<file path="src/core/periph_idle_pkg.sv">
package periph_idle_pkg;

    // ==========================================================
    // Register map (offsets are word indices)
    // ==========================================================
    localparam int unsigned       SLEEP_SELECT_INDEX = 32'h0000_9400;
    localparam int unsigned       IDLE_CONFIG_INDEX  = 32'h0000_9404;
    localparam int unsigned       IDLE_STATE_INDEX   = 32'h0000_9405;
    localparam logic [31:0]       SLEEP_SELECT_ADDR  = 32'(SLEEP_SELECT_INDEX * 4);
    localparam logic [31:0]       IDLE_CONFIG_ADDR   = 32'(IDLE_CONFIG_INDEX * 4);
    localparam logic [31:0]       IDLE_STATE_ADDR    = 32'(IDLE_STATE_INDEX * 4);

    // ==========================================================
    // Field layout
    // ==========================================================
    localparam int unsigned       REG_WIDTH          = 16;
    localparam logic [15:0]       SELECT_WRITE_MASK  = 16'h3fff;
    localparam logic [15:0]       SELECT_GATE_MASK   = 16'h3fef;
    localparam logic [15:0]       SELECT_RESET       = 16'h0000;
    localparam int unsigned       SLEEP_ENABLE_BIT   = 3;
    localparam int unsigned       SLEEP_STATE_BIT    = 3;
    localparam int unsigned       MISC_BIT           = 13;
    localparam int unsigned       EXT_MEMORY_BIT     = 12;
    localparam int unsigned       OS_TICK_BIT        = 11;
    localparam int unsigned       WATCHDOG_BIT       = 10;
    localparam int unsigned       PARALLEL_PORT_BIT  = 9;
    localparam int unsigned       SERIAL_ASYNC_BIT   = 8;
    localparam int unsigned       I2C_BIT            = 7;
    localparam int unsigned       CHIP_CODE_BIT      = 6;
    localparam int unsigned       GP_PORT_BIT        = 5;
    localparam int unsigned       SYNC_SERIAL1_BIT   = 3;
    localparam int unsigned       SYNC_SERIAL0_BIT   = 2;
    localparam int unsigned       TIMER1_BIT         = 1;
    localparam int unsigned       TIMER0_BIT         = 0;

    // ==========================================================
    // Carrier types
    // ==========================================================
    typedef struct packed {
        logic misc_gate;
        logic ext_memory_gate;
        logic os_tick_timer_gate;
        logic watchdog_gate;
        logic parallel_pin_port_gate;
        logic serial_async_gate;
        logic i2c_gate;
        logic chip_code_block_gate;
        logic gp_pin_port_gate;
        logic sync_serial1_gate;
        logic sync_serial0_gate;
        logic timer1_gate;
        logic timer0_gate;
    } module_gates_t;

    typedef enum logic [1:0] {
        ST_ACTIVE,
        ST_ASLEEP
    } domain_state_t;

endpackage

</file>
<file path="src/core/peripheral_idle_select.sv">
// Operation
// - Sixteen-bit sleep select register, read/write bits, reset zero.
// - Bits 15 and 14 read zero, writes ignored.
// - Bit 4 stored and readable, gates no module.
// - On idle with sleep enable set, selected modules gated, others active.
// - Bit 13 gates the miscellaneous glue register group.
// - Bit 12 gates the external memory interface.
// - Bit 11 gates OS tick timer, bit 10 the watchdog.
// - Bit 9 gates parallel pin port, bit 5 general-purpose port.
// - Bit 8 async serial, bit 7 I2C, bit 6 identification block.
// - Bits 3,2 sync serial 1,0; bits 1,0 timers 1,0.
// - Idle with sleep enable clear wakes all, ignores select bits.
// - Idle while asleep wakes modules whose select bit is zero.
// - Sleep enable is config bit 3; with it zero, idle leaves all active.
// - State bit 3 read-only, resets zero, one while domain asleep.
//
// Chosen here: the APB interface to the registers.
`timescale 1ns/1ps
`default_nettype none

module peripheral_idle_select
    import periph_idle_pkg::*;
(
    input  wire  logic          sys_clk_in,     // Device clock, 100 MHz
    input  wire  logic          reset_n_in,     // Async reset, active low
    input  wire  logic          psel_in,        // APB select
    input  wire  logic          penable_in,     // APB access phase
    input  wire  logic          pwrite_in,      // APB write
    input  wire  logic [31:0]   paddr_in,       // APB byte address
    input  wire  logic [31:0]   pwdata_in,      // APB write data
    input  wire  logic [3:0]    pstrb_in,       // APB byte strobes
    input  wire  logic          idle_exec_in,   // Idle instruction executes, one-cycle pulse
    output logic                pready_out,     // APB ready
    output logic [31:0]         prdata_out,     // APB read data
    output logic                pslverr_out,    // APB error on unmapped address
    output module_gates_t       gates_out       // Per-module disable, high = gated
);

    // ==========================================================
    // Register state
    // ==========================================================
    logic [15:0]    select_q;
    logic [15:0]    select_d;
    logic           sleep_enable_q;
    logic           sleep_enable_d;
    logic [15:0]    gated_q;
    logic [15:0]    gated_d;
    domain_state_t  state_q;
    domain_state_t  state_d;
    logic           pready_q;
    logic [31:0]    prdata_q;
    logic           pslverr_q;

    // ==========================================================
    // APB decode
    // ==========================================================
    wire            setup_w      = psel_in && !penable_in;
    wire            access_w     = psel_in && penable_in && pready_q;
    wire            hit_select_w = (paddr_in == SLEEP_SELECT_ADDR);
    wire            hit_config_w = (paddr_in == IDLE_CONFIG_ADDR);
    wire            hit_state_w  = (paddr_in == IDLE_STATE_ADDR);
    wire            mapped_w     = hit_select_w || hit_config_w || hit_state_w;
    wire            wr_w         = access_w && pwrite_in;
    wire [15:0]     lane_mask_w  = {{8{pstrb_in[1]}}, {8{pstrb_in[0]}}};
    wire            asleep_w     = (state_q == ST_ASLEEP);

    function automatic logic [15:0] merge_field(input logic [15:0] old_v, input logic [15:0] new_v,
                                                input logic [15:0] mask_v);
        merge_field = (old_v & ~mask_v) | (new_v & mask_v);
    endfunction

    // select register write, reserved top bits masked
    assign select_d = (wr_w && hit_select_w)
                    ? merge_field(select_q, pwdata_in[15:0], lane_mask_w & SELECT_WRITE_MASK)
                    : select_q;

    // sleep enable lives in the config register
    assign sleep_enable_d = (wr_w && hit_config_w && pstrb_in[0]) ? pwdata_in[SLEEP_ENABLE_BIT]
                                                                   : sleep_enable_q;

    // ==========================================================
    // Idle instruction handling
    // ==========================================================
    // gating changes only on the idle pulse
    always_comb
    begin
        state_d = state_q;
        gated_d = gated_q;
        if (idle_exec_in)
        begin
            if (sleep_enable_q)
            begin
                state_d = ST_ASLEEP;
                gated_d = select_q & SELECT_GATE_MASK;
            end
            else
            begin
                state_d = ST_ACTIVE;
                gated_d = SELECT_RESET;
            end
        end
        case (state_d)
            ST_ACTIVE: gated_d = SELECT_RESET;
            ST_ASLEEP: gated_d = gated_d;
            default:   gated_d = SELECT_RESET;
        endcase
    end

    wire [31:0] rd_mux_w = hit_select_w ? {16'h0000, select_q & SELECT_WRITE_MASK}
                         : hit_config_w ? {28'h000_0000, sleep_enable_q, 3'b000}
                         : hit_state_w  ? {28'h000_0000, asleep_w, 3'b000}
                         : 32'h0000_0000;

    // ==========================================================
    // Flip-flops
    // ==========================================================
    always_ff @(posedge sys_clk_in or negedge reset_n_in)
    begin
        if (!reset_n_in)
        begin
            select_q       <= SELECT_RESET;
            sleep_enable_q <= 1'b0;
            gated_q        <= SELECT_RESET;
            state_q        <= ST_ACTIVE;
        end
        else
        begin
            select_q       <= select_d;
            sleep_enable_q <= sleep_enable_d;
            gated_q        <= gated_d;
            state_q        <= state_d;
        end
    end

    // No wait state: ready rises in the first access cycle
    always_ff @(posedge sys_clk_in or negedge reset_n_in)
    begin
        if (!reset_n_in)
        begin
            pready_q  <= 1'b0;
            prdata_q  <= 32'h0000_0000;
            pslverr_q <= 1'b0;
        end
        else
        begin
            pready_q  <= setup_w;
            prdata_q  <= (setup_w && !pwrite_in) ? rd_mux_w : prdata_q;
            pslverr_q <= setup_w && !mapped_w;
        end
    end

    // ==========================================================
    // Outputs
    // ==========================================================
    assign pready_out  = pready_q;
    assign prdata_out  = prdata_q;
    assign pslverr_out = pslverr_q;

    assign gates_out = '{misc_gate:              gated_q[MISC_BIT],
                         ext_memory_gate:        gated_q[EXT_MEMORY_BIT],
                         os_tick_timer_gate:     gated_q[OS_TICK_BIT],
                         watchdog_gate:          gated_q[WATCHDOG_BIT],
                         parallel_pin_port_gate: gated_q[PARALLEL_PORT_BIT],
                         serial_async_gate:      gated_q[SERIAL_ASYNC_BIT],
                         i2c_gate:               gated_q[I2C_BIT],
                         chip_code_block_gate:   gated_q[CHIP_CODE_BIT],
                         gp_pin_port_gate:       gated_q[GP_PORT_BIT],
                         sync_serial1_gate:      gated_q[SYNC_SERIAL1_BIT],
                         sync_serial0_gate:      gated_q[SYNC_SERIAL0_BIT],
                         timer1_gate:            gated_q[TIMER1_BIT],
                         timer0_gate:            gated_q[TIMER0_BIT]};
endmodule

`default_nettype wire

</file>
<file path="config.mk">
export PLATFORM = sky130hd
export DESIGN_NAME = peripheral_idle_select
export DESIGN_NICKNAME = d
export VERILOG_FILES = /design/src/core/periph_idle_pkg.sv /design/src/core/peripheral_idle_select.sv
export SDC_FILE = /design/constraint.sdc
export NUM_CORES = 1
export LEC_CHECK = 0
export ABC_AREA = 1
export BUFFER_PORTS_ARGS = -buffer_cell sky130_fd_sc_hd__buf_2
export CAP_MARGIN = 20
export CORE_MARGIN = 3
export CORE_UTILIZATION = 46
export DETAILED_ROUTE_END_ITERATION = 8
export PLACE_DENSITY = 0.8
export SLEW_MARGIN = 25
export SYNTH_ARGS = -nofsm -noshare
export SYNTH_HDL_FRONTEND = slang
export SYNTH_SLANG_ARGS = --single-unit
</file>
<file path="constraint.sdc">
create_clock -name sys_clk_in -period 1.35 [get_ports sys_clk_in]
set_clock_uncertainty 0.15 [all_clocks]
set_input_delay 0.27 -clock sys_clk_in [delete_from_list [all_inputs] [get_ports sys_clk_in]]
set_output_delay 0.27 -clock sys_clk_in [all_outputs]
set_load 0.1 [all_outputs]
</file>
== Word-level counts from Yosys, hierarchy flattened ==
Index checks and enable logic that the tools add are counted.
Storage, ports and cells
  bits in registers: 67
  output and inout port bits: 47
  logic and storage cells: 39
Cells by class
  equality and inequality tests: 6
  mux-type cells: 8
  bitwise operators: 4
  reduce and logical (&&, ||, !) cells: 14
Operators by type and width (number)
  32-bit by 18-bit == test with 1-bit output, second input constant: 3
  14-bit 2-to-1 mux: 4
  16-bit by 14-bit AND with 16-bit output: 1
  16-bit AND: 1
  14-bit NOT with 16-bit output: 1
  16-bit OR: 1
  1-bit logical AND: 9
  4-bit 2-to-1 mux: 2
  2-bit by 1-bit == test with 1-bit output, second input constant: 2
  1-bit logical NOT: 3
  1-bit logical OR: 2
  2-bit 2-to-1 mux: 1
  2-bit inequality test, second input constant: 1
  1-bit 2-to-1 mux: 1

== Longest topological paths before layout ==
  word-level depth: 5
  depth in mapped cells: 11

== Worst setup path after synthesis ==
Ideal clock, no wire load.
  path type: flip-flop to flip-flop
  start point: reg pready_q (netlist: pready_out)
  end point: reg sleep_enable_q
  data arrival time: 1.649 ns
  slack: -0.562 ns
  cell stages (with the launch flop): 7
  buffers on the path: 1
  clock period less this slack: 1.912 ns
  path through: dfrtp_1 nand4_1 nor2_1 buf_2 nand3_1 nand2_1 inv_1
Between the ends
  word-level cells in the longest chain between the ends: 4
Ends and longest elaborated chain
  start, declared: RTL line peripheral_idle_select.sv:50  | logic pready_q;
  start signal, assigned: RTL line peripheral_idle_select.sv:146  | pready_q <= setup_w;
  1-bit logical AND: RTL line peripheral_idle_select.sv:58  | wire access_w = psel_in && penable_in && pready_q;
  1-bit logical AND: RTL line peripheral_idle_select.sv:63  | wire wr_w = access_w && pwrite_in;
  1-bit logical AND (2 in a row): RTL line peripheral_idle_select.sv:78  | assign sleep_enable_d = (wr_w && hit_config_w && pstrb_in[0]) ? pwdata_in[SLEEP_ENABLE_BIT]
  end signal, assigned: RTL line peripheral_idle_select.sv:129  | sleep_enable_q <= sleep_enable_d;
  end, declared: RTL line peripheral_idle_select.sv:44  | logic sleep_enable_q;
Every way passes these cells.
A chain may end at the register's enable or synchronous reset.

== Worst setup path after layout ==
  start point: reg pready_q (netlist: pready_out)
  end point: out pready_out
RTL lines
  end, declared: RTL line peripheral_idle_select.sv:33  | output logic pready_out,
No word-level cell between the ends.

==> reports/qor.yml <==
outcome: "complete, but fails checks"
violations: "setup timing"
synth.cell_area_mm2: 0.00242
powerDensity_mw_per_mm2: 798
synth.distinct_cells: 21
synth-seq-cells: 46
routed_via_density: 4.88
drtAntennaViolNets: 0
drv_slew: 0
syn2layout_area_growth_pct: 52.5
detailedPlacementHpwl_um: 5030
finalSetupViolations: 10
ios: 121
place_ws_ns: -0.284
clock_sinks: 46
grt_setup_unrepaired: "true"
cts.clk_slew.worst_paths_ns: 0.08
grt_pass1_wl_um: 10300
synth_area_leader_cell: "dfrtp_1"
fin_crit_sh_pct: 110
synth_commonest_cells: "nand2_1, dfrtp_1, inv_1"
fin_util_pct: 75.2
gp_congestion: 0.826
synth.avg_cell_area_um2: 7.67
wirelength_um: 6580
wl_per_cell_um: 13.3
synth_cells: 316
synth_compound_area_share_pct: 1.86
period_needed_ns: 1.49
crit_start: "pready_out"
postLayoutSetupSlackWorst_ns: -0.140
tritoncts: "done"
critPathSlowestCell: "dfrtp_4"
synth_top_family_by_area: "simple AND/OR/NAND/NOR gates"
drive_above_1_share_pct: 38.0
fp.coreArea_mm2: 0.00491
cts_buffer_depth: 2
ys_seq_area_share_pct: 47.5
drc_errors: 0
hold_class: "in2reg"
grt.total_usage_pct: 21.4
irDropWorstVdd_uv: 386
initial_utilization_pct: 49.4
reg2reg_setup_slack_ns: -0.04
grt_antenna_before_repair: 0
ff2ff_path_depth: 7
cp.required_ns: 0.93
numCtsBuffers: 5
leakagePower_uw: 0.00198
synth.area.top_cells: "dfrtp_1, nand2_1, nand3_1"
synth_xor_area_share_pct: 0
ys.warnings.count: 0
end_kind: "output pin"
setup.worst_path.class: "reg2out"
synth-edff-count: 0
row_count: 25
timing.rr.start: "pready_out"
synth.most_common_cell: "nand2_1"
synth_mux_area_share_pct: 0
detail_route.first_pass.iterations: 4
fmax_mhz: 671
cp.arrival_ns: 1.07
drt_iter0_drc: 146
die_height_um: 78.6
yosys.area_share.simple_pct: 34.8
dieWidth_um: 78.6
cp-start-kind: "flop"
yosys_most_used_dff: "dfrtp_1"
overflow: 0
path_max_fanout: 2
hold_violations: 0
synth_top_area_share_pct: 47.5
h-tree-depth: 2
grt_pass1_vias: 2326
via_count: 2407
nFillCells: 335
synthAdderAreaFrac_pct: 0
die-area_mm2: 0.00618
placed_area_mm2: 0.00344
stdcell_area_mm2: 0.00369
cts_root_buffer: "clkbuf_8"
crit_chain: "buf_6, buf_12"
cpPeakStageDelay_ns: 0.49
max_cap_violations: 0
cp-endpoint: "pready_out"
clk_latency_ns: 0.31
n_antenna_cell: 0
async_reset_ff_share_pct: 100
grt_max_degree: 47
final_nets: 499
portBuffers: 82
cells by family (layout without fill, tap and decap cells):
kind of cell,count (synthesis),in the layout
AO/OA/AOI/OAI,9,9
flip-flops,46,46
AND/OR/NAND/NOR,184,184
other,1,18
buffers and inverters,76,169
cell type report:
class	instances	area, um2	share of cell area, %
clock buffers	6	72.6	1.96
flip-flops and latches	46	1160	31.5
well taps	67	83.8	2.27
multi-input cells	211	1010	27.3
clock inverters	2	13.8	0.373
inverters	48	180	4.88
repair buffers	113	1170	31.8
timing repair:
| item | in CTS | in global routing |
|---|---|---|
| gates resized for setup | 7 | 30 |
| buffers inserted | 1 | 5 |
| hold buffers | 1 | 0 |
| pin swaps | 8 | 17 |
| endpoints found under the hold margin | 46 | 0 |
| setup endpoints to repair | 16 | 39 |
| cloned | 0 | 1 |
critical path, delay by kind of cell, from the launching register on:
family,cells,cell delay [ns]
flops,1,0.49
buf+inv,2,0.28
per-stage QoR:
stage               cells  TNS [ns]  hold WS [ns]  total power, uW
floorplan             333     -1.68        -0.176             1920
global placement      477     -5.80         0.114             2120
detailed placement    477     -6.74         0.117             2130
CTS                   487    -0.377        0.0580             2950
global route          493     -1.44        0.0705             3040
finish                493    -0.357        0.0636             2950
report_power, final:
group	internal [uW]	total (uW)	switching (uW)
logic	191	696	505
registers	1400	1420	21.7
clock network	365	830	465
placed cells by master, fill, tap and decap left out:
cell and instances:
nor2_2 5, nand3_4 1, nand2_2 7, inv_1 35, conb_1 18, inv_2 13, nand3b_1 7, dfrtp_1 38
nand4_1 12, clkbuf_1 1, o21ai_0 9, nand2_1 84, dfrtp_2 7, dfrtp_4 1, nand3_1 35, nand2_4 1
and2_4 1, nor2_1 23, buf_4 19, buf_2 49, dlygate4sd3_1 1, clkbuf_8 5, nor2_4 2, clkinv_4 1
nor3_1 1, buf_12 32, nand3_2 5, clkinv_2 1, buf_6 12
worst min path at each step:
stage / startpoint / cells past startpoint / end / slack [ns]
2_1_floorplan: reset_n_in / 0 / asynchronous set/reset pin / -0.18
3_3_place_gp: reset_n_in / 2 / gated_q[8] / 0.11
3_5_place_dp: reset_n_in / 2 / gated_q[8] / 0.12
4_1_cts: pwdata_in[8] / 3 / flop / 0.06
5_1_grt: pwdata_in[8] / 3 / flop / 0.07
6_report: pwdata_in[8] / 3 / flop / 0.06
routing by layer:
| metal | share of wire (%) | up-vias | wire length (um) | GRT usage (%) |
|---|---|---|---|---|
| met5 | 0 | - | 0 | 0 |
| met1 | 39 | 1125 | 2570 | 25.2 |
| met4 | 2.7 | 0 | 176 | 9.79 |
| li1 | - | 1163 | - | - |
| met3 | 5.6 | 19 | 366 | 3.44 |
| met2 | 53 | 100 | 3470 | 37.9 |
Note: power is estimated with default switching activity, not from simulation.
